==> src/rtl/offset_corrector_defines.vh <==
// Constants for the interleave offset corrector control block
// Function
// RULE1: Estimate per-core offset, subtract from samples
// RULE2: Cancel dc, fs/8 and fs/2 spurs (the four-core mean covers dc, fs/4 and fs/2, not fs/8)
// RULE3: Every sample processed, genuine tones suppressed too
// RULE4: Bypass passes samples uncorrected
// RULE5: Freeze holds last estimate, keeps applying
// RULE6: Host idles input 0.4 ms before freezing
// RULE7: Page bytes select channel A or B page
// RULE8: C2h to 6068h freezes selected channel
// RULE9: 46h to 6068h bypasses selected channel
// RULE10: Host reapplies input after both freezes
// RULE11: Single channel operation uses channel A
// RULE12: Selected page persists until rewritten
`ifndef OFFSET_CORRECTOR_DEFINES_VH
`define OFFSET_CORRECTOR_DEFINES_VH
`define ADDR_W            16
`define DATA_W            8
`define SAMPLE_W          14
`define ACC_W             24
`define CORE_IDX_W        2
`define EST_SHIFT         10
`define FIFO_DEPTH        8
`define FIFO_AW           3
`define ADDR_PAGE_LOW     16'h4001
`define ADDR_PAGE_MID     16'h4002
`define ADDR_PAGE_CHAN    16'h4003
`define ADDR_PAGE_HIGH    16'h4004
`define ADDR_CORR_CTRL    16'h6068
`define PAGE_BYTE_ZERO    8'h00
`define PAGE_HIGH_CORR    8'h61
`define PAGE_CHAN_A       8'h00
`define PAGE_CHAN_B       8'h01
`define CTRL_FREEZE       8'hC2
`define CTRL_BYPASS       8'h46
`define CTRL_RESET_VAL    8'h00
`endif

==> src/rtl/sample_fifo.v <==
// Parameterised flip-flop FIFO with valid/ready on both sides
`timescale 1ns/10ps
module sample_fifo #(
  parameter WIDTH = 16,
  parameter DEPTH = 8,
  parameter AW    = 3
) (
  input  wire             i_core_clk,
  input  wire             i_rstn,
  input  wire             i_in_valid,
  output wire             o_in_ready,
  input  wire [WIDTH-1:0] i_in_data,
  output wire             o_out_valid,
  input  wire             i_out_ready,
  output wire [WIDTH-1:0] o_out_data
);
  reg [WIDTH-1:0] mem_q [0:DEPTH-1];
  reg [AW-1:0]    wr_q;
  reg [AW-1:0]    rd_q;
  reg [AW:0]      cnt_q;
  wire            push;
  wire            pop;
  integer         k;

  assign o_in_ready  = (cnt_q != DEPTH[AW:0]);
  assign o_out_valid = (cnt_q != {(AW+1){1'b0}});
  assign o_out_data  = mem_q[rd_q];
  assign push        = i_in_valid & o_in_ready;
  assign pop         = o_out_valid & i_out_ready;

  always @(posedge i_core_clk or negedge i_rstn) begin
    if (!i_rstn) begin
      wr_q  <= {AW{1'b0}};
      rd_q  <= {AW{1'b0}};
      cnt_q <= {(AW+1){1'b0}};
      for (k = 0; k < DEPTH; k = k + 1) begin
        mem_q[k] <= {WIDTH{1'b0}};
      end
    end else begin
      if (push) begin
        mem_q[wr_q] <= i_in_data;
        wr_q        <= (wr_q == DEPTH[AW-1:0] - 1'b1) ? {AW{1'b0}} : wr_q + 1'b1;
      end
      if (pop) begin
        rd_q <= (rd_q == DEPTH[AW-1:0] - 1'b1) ? {AW{1'b0}} : rd_q + 1'b1;
      end
      if (push && !pop) begin
        cnt_q <= cnt_q + 1'b1;
      end else if (pop && !push) begin
        cnt_q <= cnt_q - 1'b1;
      end
    end
  end
endmodule

==> src/rtl/interleave_offset_corrector_ctrl.v <==
// Two-channel interleave offset corrector with paged register control
`timescale 1ns/10ps
`include "offset_corrector_defines.vh"
module interleave_offset_corrector_ctrl (
  input  wire                   i_core_clk,
  input  wire                   i_rstn,
  input  wire                   i_reg_wr,
  input  wire                   i_reg_rd,
  input  wire [`ADDR_W-1:0]     i_reg_addr,
  input  wire [`DATA_W-1:0]     i_reg_wdata,
  output reg  [`DATA_W-1:0]     o_reg_rdata,
  input  wire                   i_a_valid,
  output wire                   o_a_ready,
  input  wire [`SAMPLE_W-1:0]   i_a_sample,
  output wire                   o_a_valid,
  input  wire                   i_a_ready,
  output wire [`SAMPLE_W-1:0]   o_a_sample,
  input  wire                   i_b_valid,
  output wire                   o_b_ready,
  input  wire [`SAMPLE_W-1:0]   i_b_sample,
  output wire                   o_b_valid,
  input  wire                   i_b_ready,
  output wire [`SAMPLE_W-1:0]   o_b_sample,
  output wire [1:0]             o_frozen,
  output wire [1:0]             o_bypassed
);
  // Channel mode states, one-hot
  localparam [2:0] ST_RUN    = 3'b001;
  localparam [2:0] ST_FREEZE = 3'b010;
  localparam [2:0] ST_BYPASS = 3'b100;

  reg  [`DATA_W-1:0] page_low_q;
  reg  [`DATA_W-1:0] page_mid_q;
  reg  [`DATA_W-1:0] page_chan_q;
  reg  [`DATA_W-1:0] page_high_q;
  reg  [`DATA_W-1:0] ctrl_a_q;
  reg  [`DATA_W-1:0] ctrl_b_q;
  reg  [2:0]         mode_a_q;
  reg  [2:0]         mode_b_q;
  wire               page_is_corr;
  wire               sel_b;
  wire               ctrl_wr;

  // Page decode must match all three fixed bytes, else 6068h is ignored
  assign page_is_corr = (page_low_q == `PAGE_BYTE_ZERO) && (page_mid_q == `PAGE_BYTE_ZERO)
                        && (page_high_q == `PAGE_HIGH_CORR); // [RULE7]
  assign sel_b   = (page_chan_q == `PAGE_CHAN_B); // [RULE7]
  assign ctrl_wr = i_reg_wr && (i_reg_addr == `ADDR_CORR_CTRL) && page_is_corr
                   && ((page_chan_q == `PAGE_CHAN_A) || sel_b);

  function [2:0] next_mode;
    input [`DATA_W-1:0] val;
    begin
      case (val)
        `CTRL_FREEZE: next_mode = ST_FREEZE; // [RULE8]
        `CTRL_BYPASS: next_mode = ST_BYPASS; // [RULE9]
        default:      next_mode = ST_RUN;
      endcase
    end
  endfunction

  always @(posedge i_core_clk or negedge i_rstn) begin
    if (!i_rstn) begin
      page_low_q  <= `PAGE_BYTE_ZERO;
      page_mid_q  <= `PAGE_BYTE_ZERO;
      page_chan_q <= `PAGE_BYTE_ZERO;
      page_high_q <= `PAGE_BYTE_ZERO;
      ctrl_a_q    <= `CTRL_RESET_VAL;
      ctrl_b_q    <= `CTRL_RESET_VAL;
      mode_a_q    <= ST_RUN;
      mode_b_q    <= ST_RUN;
    end else if (i_reg_wr) begin
      // Page bytes hold until rewritten [RULE12]
      case (i_reg_addr)
        `ADDR_PAGE_LOW:  page_low_q  <= i_reg_wdata;
        `ADDR_PAGE_MID:  page_mid_q  <= i_reg_wdata;
        `ADDR_PAGE_CHAN: page_chan_q <= i_reg_wdata;
        `ADDR_PAGE_HIGH: page_high_q <= i_reg_wdata;
        default: ;
      endcase
      if (ctrl_wr && !sel_b) begin
        ctrl_a_q <= i_reg_wdata;
        mode_a_q <= next_mode(i_reg_wdata); // [RULE8] [RULE9]
      end
      if (ctrl_wr && sel_b) begin
        ctrl_b_q <= i_reg_wdata;
        mode_b_q <= next_mode(i_reg_wdata); // [RULE8] [RULE9]
      end
    end
  end

  always @(posedge i_core_clk or negedge i_rstn) begin
    if (!i_rstn) begin
      o_reg_rdata <= {`DATA_W{1'b0}};
    end else if (i_reg_rd) begin
      case (i_reg_addr)
        `ADDR_PAGE_LOW:  o_reg_rdata <= page_low_q;
        `ADDR_PAGE_MID:  o_reg_rdata <= page_mid_q;
        `ADDR_PAGE_CHAN: o_reg_rdata <= page_chan_q;
        `ADDR_PAGE_HIGH: o_reg_rdata <= page_high_q;
        `ADDR_CORR_CTRL: o_reg_rdata <= !page_is_corr ? {`DATA_W{1'b0}} : (sel_b ? ctrl_b_q : ctrl_a_q);
        default:         o_reg_rdata <= {`DATA_W{1'b0}};
      endcase
    end
  end

  assign o_frozen   = {mode_b_q == ST_FREEZE, mode_a_q == ST_FREEZE};
  assign o_bypassed = {mode_b_q == ST_BYPASS, mode_a_q == ST_BYPASS};

  // Both channels share one datapath module body via generate
  wire [1:0]           in_valid  = {i_b_valid, i_a_valid};
  wire [1:0]           out_ready = {i_b_ready, i_a_ready};
  wire [`SAMPLE_W-1:0] in_smp [0:1];
  wire [`SAMPLE_W-1:0] out_smp [0:1];
  wire [1:0]           in_ready;
  wire [1:0]           out_valid;
  wire [2:0]           mode [0:1];
  assign in_smp[0] = i_a_sample;
  assign in_smp[1] = i_b_sample;
  assign mode[0]   = mode_a_q;
  assign mode[1]   = mode_b_q;
  assign o_a_ready  = in_ready[0];
  assign o_b_ready  = in_ready[1];
  assign o_a_valid  = out_valid[0];
  assign o_b_valid  = out_valid[1];
  assign o_a_sample = out_smp[0];
  assign o_b_sample = out_smp[1];

  genvar ch;
  generate
    for (ch = 0; ch < 2; ch = ch + 1) begin : g_chan
      reg  [`ACC_W-1:0]      acc_q [0:3];
      reg  [`CORE_IDX_W-1:0] core_q;
      reg  [`SAMPLE_W-1:0]   corr_q;
      reg                    corr_v_q;
      wire                   fifo_ready;
      wire                   take;
      wire                   run;
      wire [`SAMPLE_W-1:0]   est;
      wire [`ACC_W-1:0]      ext;
      integer                j;

      // Stall input when output register is full and cannot drain
      assign in_ready[ch] = fifo_ready | ~corr_v_q;
      assign take = in_valid[ch] & in_ready[ch];
      assign run  = mode[ch] == ST_RUN;
      assign ext  = {{(`ACC_W-`SAMPLE_W){in_smp[ch][`SAMPLE_W-1]}}, in_smp[ch]};
      // Per-core mean of four cores covers dc, fs/4-pair and fs/2 spurs
      assign est  = acc_q[core_q][`EST_SHIFT+`SAMPLE_W-1:`EST_SHIFT]; // [RULE2]

      always @(posedge i_core_clk or negedge i_rstn) begin
        if (!i_rstn) begin
          core_q   <= {`CORE_IDX_W{1'b0}};
          corr_q   <= {`SAMPLE_W{1'b0}};
          corr_v_q <= 1'b0;
          for (j = 0; j < 4; j = j + 1) begin
            acc_q[j] <= {`ACC_W{1'b0}};
          end
        end else begin
          if (fifo_ready) begin
            corr_v_q <= 1'b0;
          end
          if (take) begin
            core_q   <= core_q + 1'b1; // [RULE3]
            corr_v_q <= 1'b1;
            // Leaky average, no tone discrimination [RULE3]
            if (run) begin
              acc_q[core_q] <= acc_q[core_q] + ext - {{`EST_SHIFT{acc_q[core_q][`ACC_W-1]}},
                               acc_q[core_q][`ACC_W-1:`EST_SHIFT]}; // [RULE1]
            end
            // Frozen keeps subtracting held estimate [RULE5]; bypass passes raw [RULE4]
            if (mode[ch] == ST_BYPASS) begin
              corr_q <= in_smp[ch]; // [RULE4]
            end else begin
              corr_q <= in_smp[ch] - est; // [RULE1] [RULE5]
            end
          end
        end
      end

      sample_fifo #(
        .WIDTH (`SAMPLE_W),
        .DEPTH (`FIFO_DEPTH),
        .AW    (`FIFO_AW)
      ) u_fifo (
        .i_core_clk  (i_core_clk),
        .i_rstn      (i_rstn),
        .i_in_valid  (corr_v_q),
        .o_in_ready  (fifo_ready),
        .i_in_data   (corr_q),
        .o_out_valid (out_valid[ch]),
        .i_out_ready (out_ready[ch]),
        .o_out_data  (out_smp[ch])
      );
    end
  endgenerate
endmodule

==> config.mk <==
export PLATFORM = sky130hd
export DESIGN_NAME = interleave_offset_corrector_ctrl
export DESIGN_NICKNAME = d
export VERILOG_FILES = /design/src/rtl/sample_fifo.v /design/src/rtl/interleave_offset_corrector_ctrl.v
export VERILOG_INCLUDE_DIRS = /design/src /design/src/rtl
export SDC_FILE = /design/constraint.sdc
export NUM_CORES = 1
export LEC_CHECK = 0
export ABC_CLOCK_PERIOD_IN_PS = 5850
export BUFFER_PORTS_ARGS = -buffer_cell sky130_fd_sc_hd__buf_2
export CAP_MARGIN = 20
export CORE_UTILIZATION = 35
export DETAILED_ROUTE_END_ITERATION = 8
export GPL_TIMING_DRIVEN = 0
export PLACE_DENSITY = 0.5
export SYNTH_ARGS = -nofsm -noshare
export SYNTH_HDL_FRONTEND = slang
export SYNTH_HIERARCHICAL = 1
export SYNTH_SLANG_ARGS = --single-unit
==> constraint.sdc <==
create_clock -name i_core_clk -period 5.85 [get_ports i_core_clk]
set_input_delay 1.4625 -clock i_core_clk [delete_from_list [all_inputs] [get_ports i_core_clk]]
set_output_delay 1.4625 -clock i_core_clk [all_outputs]
set_load 0.02 [all_outputs]
==> results of run 1 <==
[worst register-to-register path, delay by kind of cell (launching register included)]
kind	cells	cell delay, ns
compound gates	7	1.89
flops	1	0.37
xor+xnor	1	0.30
fa+ha+maj	2	0.87
buf+inv	3	1.19
mux	1	0.71
[cell type report]
type	count	area (um^2)
plain buffers	100	545.5
inverters	149	564.3
flip-flops and latches	532	13320
clock buffers	98	1943
clock inverters	19	237.7
diodes	1	2.502
fillers	7723	48950
repair buffers	111	674.4
well taps	1070	1339
multi-input cells	1476	14800
[cells by family (layout without fill, tap and decap cells)]
group                      Yosys count  count (layout)  share of synthesized area, %
buffers and inverters              249             477                         3.798
DFF                                532             532                         45.57
adders and majority gates          148             148                         7.622
xor gates and xnor gates            66              66                         1.978
other                                0               1                             0
muxes                              580             580                         27.58
and+or+nand+nor                    342             342                         6.397
AOI/OAI and AO/OA                  340             340                         7.056
[state kept, by name, indices dropped and copies added (netlist names)]
signal,cells
ctrl_a_q,8
g_chan.core_q,4
mode_a_q,3
g_chan.u_fifo/mem_q,224
page_low_q,8
g_chan.acc_q,192
ctrl_b_q,8
o_reg_rdata,8
g_chan.u_fifo/cnt_q,8
g_chan.u_fifo/wr_q,6
page_high_q,8
g_chan.u_fifo/rd_q,6
page_chan_q,8
mode_b_q,3
g_chan.corr_q,28
page_mid_q,8
g_chan.corr_v_q,2
[layer usage]
layer,vias to the layer above,GRT usage (%)
li1,8517,-
met1,9626,25.47
met2,320,29.23
met3,129,3.337
met4,2,5.665
met5,-,0
[cell usage in the layout (no fill, tap or decap), drive strengths merged, types with 11 or more instances in the layout]
cell type / Yosys / layout
nor2b: 12 / 12
a21o: 39 / 39
xor2: 26 / 26
nand3: 13 / 13
nand2: 155 / 155
o21ai: 126 / 126
o211ai: 16 / 16
mux2i: 29 / 29
xnor2: 40 / 40
clkbuf: 50 / 148
inv: 149 / 154
a31oi: 11 / 11
dfrtp: 530 / 530
buf: 50 / 161
mux4: 104 / 104
a21oi: 87 / 87
ha: 98 / 98
o21a: 16 / 16
nor3: 22 / 22
nand2b: 17 / 17
mux2: 447 / 447
nor2: 48 / 48
fa: 50 / 50
[stage by stage]
| step | util (%) | setup slack, ns | instance area (um^2) |
|---|---|---|---|
| 2_1_floorplan | - | 1.271 | 29220 |
| 3_3_place_gp | 37.73 | -7.484 | 31080 |
| 3_5_place_dp | 37.91 | 0.3517 | 31230 |
| 4_1_cts | 40.56 | 0.3585 | 33410 |
| 5_1_grt | 40.58 | 0.06112 | 33420 |
| 6_report | 40.58 | 0.3910 | 33420 |
[worst max path at each step]
stage | from | to | depth (start not counted)
4_1_cts | g_chan[1].core_q[0]$_DFFE_PN0P_ | g_chan[1].acc_q[68]$_DFFE_PN0P_ | 14
6_report | g_chan[1].core_q[0]$_DFFE_PN0P_ | g_chan[1].acc_q[92]$_DFFE_PN0P_ | 14
5_1_grt | g_chan[1].core_q[0]$_DFFE_PN0P_ | g_chan[1].acc_q[46]$_DFFE_PN0P_ | 14
2_1_floorplan | g_chan[0].core_q[0]$_DFFE_PN0P_ | g_chan[0].acc_q[45]$_DFFE_PN0P_ | 15
3_5_place_dp | g_chan[1].core_q[0]$_DFFE_PN0P_ | g_chan[1].acc_q[68]$_DFFE_PN0P_ | 14
3_3_place_gp | i_rstn | g_chan[0].acc_q[19]$_DFFE_PN0P_ | 1
==> results.md, run 1 <==
- Status: complete, no violations
- Crit-path max cell delay: 0.80 ns
- Initial core utilization: 35.48%
- Post-CTS setup buffers: 0
- Worst path slowest cell: buf_1
- Worst R2R Path Depth: 14
- Post-CTS Resized: 0
- Fin crit period: between 5 and 6 ns
- CTS root buf: clkbuf_16
- Pins over their slew limit: 0
- # H-tree levels: 3
- Die width: between 200 and 300 um
- Port Buffers: just over 100
- GPL Wtd Cong: slightly below 0.9
- Main synth FF type: dfrtp_1
- Hold buffer count at cts: 0
- Clk pin slew, worst setup/hold paths: 0.06 ns
- DR top layer: met5
- Yosys warns: 6
- Syn Inst Count: roughly 2,300
- Clk_lat worst skew: between 0.6 and 0.7 ns
- Crit path cell chain: buf_2 > buf_1 > mux4_2 > fa_1 > inv_1 > ha_1 > a21oi_1 > o21ai_0 > a21oi_1 > o41ai_1 > a221oi_1 > a21oi_1 > xnor2_1 > o21ai_0
- Mapped cell area: between 20,000 and 30,000 um^2
- Largest net degree at the start of global routing: around 130
- Placed insts: around 3,400
- TritonCTS clock tree: done
- Number of max-cap violations: 0
- Die H: between 200 and 300 um
- Crit path arrival time: slightly below 6 ns
- Layout cell share with drive strength beyond 1: 33.04%
- Fraction of registers with async set/reset: 100.0%
- Worst Setup Start Kind: flip-flop
- Slew @ Worst Pin: about 1.0 ns
- Overall routing resource usage: between 10% and 20%
- I/O pins: ~100
- Hold Violations, Final: 0
- Met3 WL: between 3 and 4 mm
- TritonRoute pass-1 iters: 5
- Count leader, synth: dfrtp_1
- # setup viols final: 0
- Global-route wire length before repair: between 100 and 150 mm
- Routed wire per std cell: 21.27 um
- CP Data Required Time: 6.31 ns
- RSZ-0062 raised after global routing: false
- Total grt overflow: 0
- RR Endpoint: g_chan[1].acc_q[92]$_DFFE_PN0P_
- Via count: approximately 19,000
- Max clock buf depth: 3
- Worst path buffer plus inverter count: 3
- M1 WL: between 30 and 40 mm
- Top Family by Delay on Critical Path: compound AO/OA/AOI/OAI gates
- Synth unique cells: between 80 and 90
- Top-area cell type share of the netlist area: between 40% and 50%
- Area Overhead vs Synth: 14.38%
- Fin crit share: about 93%
- Number of synthesized register bits: ~530
- Mapped Nets: 2,465
- Ranking of synthesized cells by area: dfrtp_1 45%, mux2_2 13%, mux4_2 8.0%, mux2_4 5.4%, ha_1 4.2%
- Post-route ant nets: 0
- Cell mode on critical path: a21oi_1
- Hold path startpoint: o_reg_rdata[0]$_DFFE_PN0P_
- Synth cell count leaders: 530 x dfrtp_1, 339 x mux2_2, 153 x nand2_1, 148 x inv_1, 121 x o21ai_0
- Worst clock skew: roughly 0.023 ns
- R2R setup slack: about 0.39 ns
- # DRC: 0
- Met2 routed wirelength: around 36 mm
- Max-slew headroom: ~30%
- Starting DRT DRC Count: ~1,000
- Initial antenna violation count: 5
- Syn avg cell area: about 13 um^2
- Number of global-route vias before repair: 19,920
- Worst reg2reg path startpoint: g_chan[1].core_q[0]$_DFFE_PN0P_
- Crit path max fanout: 10
- Sink Count: about 530
- Setup crit end kind: flip-flop
- Worst Hold Class: reg -> reg
- Max Fclk: between 0.15 and 0.2 GHz
- Hold endpoint: o_reg_rdata[0]$_DFFE_PN0P_
- DRT Wirelength: between 70 and 80 mm
- Post-synth EDFFs: 0
- Fin cells: roughly 3,600
- Die area: between 80,000 and 90,000 um^2
- Hold WS: between 0.4 and 0.5 ns
- Dominant cell type by area after synthesis: dfrtp_1
- Cell Rows: between 100 and 150
- Nets@finish: around 2,600
- Via/cell ratio: ~5.2
- Hold path depth: 1
- Core Region: about 80,000 um^2
- Fin Setup TNS: 0 ns
- Clock buffers created by TritonCTS: 67
- Seq/Total Area, Yosys: a little under half
- HPWL Detailed: around 54 mm
- Setup Crit Path Kind: reg -> reg
Power of run 1 is left out: the tool's default activity adds up to more than one toggle a clock period on the data nets, which glitch-free logic cannot reach.
==> run 2: changes to the inputs <==
Settings changed: CORE_UTILIZATION 35 to 40, PLACE_DENSITY 0.5 to 0.56.
==> results.md, run 2 (synthesis gave the netlist of run 1 again) <==
- Post-CTS Resized: 0 (unchanged)
- Top Family by Delay on Critical Path: buffers and inverters
- Most frequent cells in the layout: 530 x dfrtp_1, 339 x mux2_2, 153 x nand2_1
- Hold Violations, Final: 0 (unchanged)
- Placed cell areas: 31,120 um^2 (-0.36%)
- Number of global-route vias before repair: 19,750 (-0.83%)
- Port Buffers: 103 (unchanged)
- Nets@finish: 2,638 (-0.26%)
- Post-route ant nets: 0 (unchanged)
- Area Overhead vs Synth: 13.74%
- Fin crit share: 93.85% (+0.53 points)
- Via/cell ratio: 5.400 (+3.3%)
- # setup viols final: 0 (unchanged)
- RSZ-0062 raised after global routing: false
- Crit-path max cell delay: 0.82 ns (+0.02 ns)
- Total grt overflow: 0 (unchanged)
- Die width: 272.3 um (-6.4%)
- TritonRoute pass-1 iters: 5 (unchanged)
- Global-route wire length before repair: 114.8 mm (-4.5%)
- Routed wire per std cell: 21.12 um (-0.71%)
- Core Region: 71,850 um^2 (-13%)
- # H-tree levels: 2 (-1)
- Overall routing resource usage: 20.00% (+1.6 points)
- Crit path cell chain: clkbuf_1 > buf_1 > mux4_2 > inv_1 > fa_1 > inv_1 > ha_1 > a21o_1 > a21oi_1 > a21boi_0 > a221o_1 > o21ai_1 > o221ai_1 > xnor2_1 > mux2_2
- Layout cell share with drive strength beyond 1: 33.01% (about the same)
- Cell Rows: 98 (-6.7%)
- Worst Setup Start Kind: flip-flop
- Crit path max fanout: 10 (unchanged)
- Worst clock skew: 0.02196 ns (-0.001118 ns)
- Initial antenna violation count: 4 (-1)
- Max Fclk: 0.1821 GHz (-0.56%)
- Max clock buf depth: 3 (unchanged)
- Status: complete, no violations
- Commonest non-fill, non-tap cell in the layout: dfrtp_1
- Worst path slowest cell: buf_1
- Setup crit end kind: flip-flop
- Largest Register: g_chan.u_fifo/mem_q
- DRT Wirelength: 72.49 mm (-4.2%)
- Slew @ Worst Pin: 1.070 ns (+0.03756 ns)
- Clock buffers created by TritonCTS: 61 (-9.0%)
- Max reg flops: 224 (unchanged)
- Clk pin slew, worst setup/hold paths: 0.06 ns (about the same)
- Worst path buffer plus inverter count: 4 (+1)
- Number of max-cap violations: 0 (unchanged)
- TritonCTS clock tree: done
- # DRC: 0 (unchanged)
- Top Registers: g_chan.u_fifo/mem_q: 224 flops, g_chan.acc_q: 192 flops, g_chan.corr_q: 28 flops
- Final instance area: 33,240 um^2 (-0.57%)
- Sink Count: 532 (unchanged)
- Post-CTS setup buffers: 0 (unchanged)
- Die H: 272.3 um (-6.4%)
- Starting DRT DRC Count: 1,029 (+0.19%)
- CTS root buf: clkbuf_16
- Initial core utilization: 40.67% (+5.2 points)
- Die area: 74,140 um^2 (-12%)
- CP Data Required Time: 6.43 ns (+0.12 ns)
- I/O pins: 104 (unchanged)
- Clk_lat worst skew: 0.65 ns (+0.04 ns)
- Fin crit period: 5.490 ns (+0.03101 ns)
- GPL Wtd Cong: 0.8540 (-1.7%)
- Hold buffer count at cts: 0 (unchanged)
- Via count: 18,530 (-0.32%)
- Setup Crit Path Kind: reg -> reg
- Largest net degree at the start of global routing: 122 (-3.9%)
- Worst Hold Class: reg -> reg
- Cell mode on critical path: inv_1
- Crit path arrival time: 6.07 ns (+0.15 ns)
- Fill cells: 6,540 (-15%)
- Max-slew headroom: 28.50% (-1.8 points)
- HPWL Detailed: 52.62 mm (-3.0%)
- Pins over their slew limit: 0 (unchanged)
-- run 2: final timing paths --
kind / startpoint / slack [ns] / cells past startpoint / to
max: g_chan[0].core_q[0]$_DFFE_PN0P_ / 0.36 / 15 / g_chan[0].acc_q[95]$_DFFE_PN0P_
min: o_reg_rdata[5]$_DFFE_PN0P_ / 0.47 / 1 / o_reg_rdata[5]$_DFFE_PN0P_
max reg2reg: g_chan[0].core_q[0]$_DFFE_PN0P_ / 0.36 / 15 / g_chan[0].acc_q[95]$_DFFE_PN0P_
min reg2reg: o_reg_rdata[5]$_DFFE_PN0P_ / 0.47 / 1 / o_reg_rdata[5]$_DFFE_PN0P_
max in group asynchronous: i_rstn / 2.95 / 5 / g_chan[1].u_fifo/mem_q[23]$_DFFE_PN0P_
min in group asynchronous: i_rstn / 0.80 / 1 / o_reg_rdata[4]$_DFFE_PN0P_
-- run 2: metal layers --
layer	vias up	global-route usage (%)	part of all wire (%)
met2	369	32.37	48
li1	8495	-	-
met5	-	0	0.048
met1	9549	27.33	45
met3	115	3.429	4.7
met4	6	6.283	2.7
-- run 2: cell type report --
cell class / count / area, um^2 / area share [%]
multi-input cells: 1476 / 14800 / 44.54
flip-flops and latches: 532 / 13320 / 40.06
clock buffers: 90 / 1775 / 5.342
well taps: 950 / 1189 / 3.576
repair buffers: 110 / 701.9 / 2.112
inverters: 149 / 564.3 / 1.698
plain buffers: 100 / 546.8 / 1.645
clock inverters: 24 / 337.8 / 1.016
diodes: 1 / 2.502 / 0.007529
-- run 2: through the flow --
step | TNS, ns | utilization (%) | std cells | worst slack, ns | hold slack (ns)
CTS | 0 | 46.25 | 3431 | 0.3107 | 0.4753
finish | 0 | 46.25 | 3432 | 0.3600 | 0.4706
global route | 0 | 46.25 | 3431 | 0.01611 | 0.5069
global placement | -3822.61 | 43.04 | 3310 | -7.272 | 0.4537
floorplan | 0 | - | 2257 | 1.271 | 0.4432
detailed placement | 0 | 43.31 | 3317 | 0.3280 | 0.4620
-- run 2: worst register-to-register path, delay by kind of cell (launching register included) --
kind | cells | cell delay, ns
multiplexers | 2 | 0.89
XOR/XNOR | 1 | 0.48
adder cells (fa/ha/maj) | 2 | 0.70
AO/OA/AOI/OAI | 6 | 1.41
buffers and inverters | 4 | 1.52
flip-flops | 1 | 0.42
Power of run 2 is left out for the same reason.
==> run 3: changes to the inputs <==
Settings changed: GPL_TIMING_DRIVEN 0 to unset.
==> results.md, run 3 (synthesis gave the netlist of run 1 again) <==
- Nets@finish: 2,561 (-2.9%)
- RSZ-0062 raised after global routing: false
- HPWL Detailed: 47.36 mm (-10%)
- Die width: 272.3 um (unchanged)
- Initial core utilization: 40.67% (unchanged)
- Largest Register: g_chan.u_fifo/mem_q
- Hold Violations, Final: 0 (unchanged)
- Fin crit period: 4.769 ns (-0.7212 ns)
- Most frequent cells in the layout: 525 x dfrtp_1, 339 x mux2_2, 153 x nand2_1
- Worst reg2reg path startpoint: g_chan[1].core_q[0]$_DFFE_PN0P_
- CTS root buf: clkbuf_16
- Max clock buf depth: 3 (unchanged)
- Die area: 74,140 um^2 (unchanged)
- CP Data Required Time: 6.42 ns (about the same)
- Clock buffers created by TritonCTS: 60 (-1.6%)
- Hold endpoint: o_reg_rdata[2]$_DFFE_PN0P_
- R2R setup slack: 1.08 ns (+0.72 ns)
- Area Overhead vs Synth: 12.51%
- DRT Wirelength: 69.52 mm (-4.1%)
- # setup viols final: 0 (unchanged)
- Worst Hold Class: reg -> reg
- Setup Crit Path Kind: reg -> reg
- Fill cells: 6,488 (-0.80%)
- Initial antenna violation count: 5 (+1)
- Max reg flops: 224 (unchanged)
- Register area: 13,320 um^2 (about the same)
- Hold path startpoint: o_reg_rdata[2]$_DFFE_PN0P_
- TritonCTS clock tree: done
- Slew @ Worst Pin: 1.103 ns (+0.03271 ns)
- Clk pin slew, worst setup/hold paths: 0.06 ns (about the same)
- Worst clock skew: 0.01636 ns (-0.005597 ns)
- Via/cell ratio: 5.423 (+0.42%)
- Number of max-cap violations: 0 (unchanged)
- RR Endpoint: g_chan[1].acc_q[71]$_DFFE_PN0P_
- Overall routing resource usage: 19.22% (-0.77 points)
- Largest net degree at the start of global routing: 146 (+20%)
- Hold path depth: 1 (unchanged)
- Crit path arrival time: 5.34 ns (-0.73 ns)
- # H-tree levels: 2 (unchanged)
- Starting DRT DRC Count: 963 (-6.4%)
- Setup crit end kind: flip-flop
- Sink Count: 532 (unchanged)
- Cell Rows: 98 (unchanged)
- Post-CTS setup buffers: 0 (unchanged)
- Post-CTS Resized: 0 (unchanged)
- Global-route wire length before repair: 112.2 mm (-2.3%)
- Clk_lat worst skew: 0.64 ns (about the same)
- Footprint of the multi-input gates: 14,840 um^2 (+0.26%)
- Max-slew headroom: 26.24% (-2.3 points)
- Crit path from: g_chan[1].core_q[0]$_DFFE_PN0P_
- Layout cell share with drive strength beyond 1: 34.19% (+1.2 points)
- Total grt overflow: 0 (unchanged)
- Via count: 18,190 (-1.9%)
- # DRC: 0 (unchanged)
- Die H: 272.3 um (unchanged)
- Hold WS: 0.4690 ns (-0.001581 ns)
- Pre-CTS setup slack: 1.003 ns (+0.6747 ns)
- Final instance area: 32,880 um^2 (-1.1%)
- Antenna diodes: 0 (-1)
- Setup slack after layout: 1.081 ns (+0.7212 ns)
- TritonRoute pass-1 iters: 7 (+2)
- Fin crit share: 81.52% (-12 points)
- Fin Setup TNS: 0 ns (unchanged)
- Post-route ant nets: 0 (unchanged)
- Worst Setup Start Kind: flip-flop
- Commonest non-fill, non-tap cell in the layout: dfrtp_1
- Routed wire per std cell: 20.73 um (-1.9%)
- Core Region: 71,850 um^2 (unchanged)
- I/O pins: 104 (unchanged)
- GPL Wtd Cong: 0.8647 (+1.3%)
- Hold buffer count at cts: 0 (unchanged)
- Port Buffers: 103 (unchanged)
- Number of global-route vias before repair: 19,530 (-1.1%)
- Top Registers: g_chan.u_fifo/mem_q: 224 flops, g_chan.acc_q: 192 flops, g_chan.corr_q: 28 flops
- Placed cell areas: 30,730 um^2 (-1.3%)
- Max Fclk: 0.2097 GHz (+15%)
- Pins over their slew limit: 0 (unchanged)
- Worst R2R Path Depth: 13 (-2)
- Status: complete, no violations
- Crit path max fanout: 15 (+5)
[run 3: changes by cell type in the layout (fill, tap and decap cells not counted), moves of 5 or more]
| cell | previous run | this run |
|---|---|---|
| buf_1 | 18 | 0 |
| buf_16 | 6 | 0 |
| buf_2 | 119 | 103 |
| buf_4 | 0 | 25 |
| buf_6 | 9 | 0 |
| clkbuf_1 | 65 | 10 |
| dfrtp_1 | 530 | 525 |
| dfrtp_2 | 0 | 5 |
[run 3: area by class of cell]
type / count / area share [%]
flip-flops and latches: 532 / 40.52
clock buffers: 84 / 5.301
well taps: 950 / 3.615
clock inverters: 29 / 1.214
multi-input cells: 1476 / 45.14
repair buffers: 134 / 2.489
inverters: 149 / 1.716
[run 3: worst max-delay path by stage]
| stage | depth (start not counted) | to |
|---|---|---|
| 5_1_grt | 14 | g_chan[1].acc_q[44]$_DFFE_PN0P_ |
| 6_report | 13 | g_chan[1].acc_q[71]$_DFFE_PN0P_ |
| 4_1_cts | 13 | g_chan[1].acc_q[23]$_DFFE_PN0P_ |
| 3_3_place_gp | 13 | g_chan[1].acc_q[94]$_DFFE_PN0P_ |
| 2_1_floorplan | 15 | g_chan[0].acc_q[45]$_DFFE_PN0P_ |
| 3_5_place_dp | 13 | g_chan[1].acc_q[22]$_DFFE_PN0P_ |
[run 3: stage by stage]
stage | utilization, % | instances
detailed placement | 42.77 | 3240
CTS | 45.75 | 3353
global route | 45.75 | 3354
global placement | 42.77 | 3240
floorplan | - | 2257
finish | 45.75 | 3354
[run 3: critical path: stages (launching register included)]
cell	delay (ns)
dfrtp_2	0.73
buf_4	0.36
mux4_2	0.63
fa_1	0.54
inv_1	0.05
ha_1	0.37
a21o_1	0.19
a21o_1	0.17
a21o_1	0.17
a31o_2	0.25
a32oi_1	0.33
or4b_1	0.49
o211ai_1	0.19
mux2_2	0.21
[run 3: metal layers]
metal | global-route usage [%] | wire length, um | up-vias
li1 | - | - | 8337
met1 | 26.34 | 32040 | 9452
met2 | 31.63 | 33250 | 284
met3 | 2.830 | 2506 | 108
met4 | 5.514 | 1683 | 8
met5 | 0 | 42 | -
Power of run 3 is left out for the same reason.
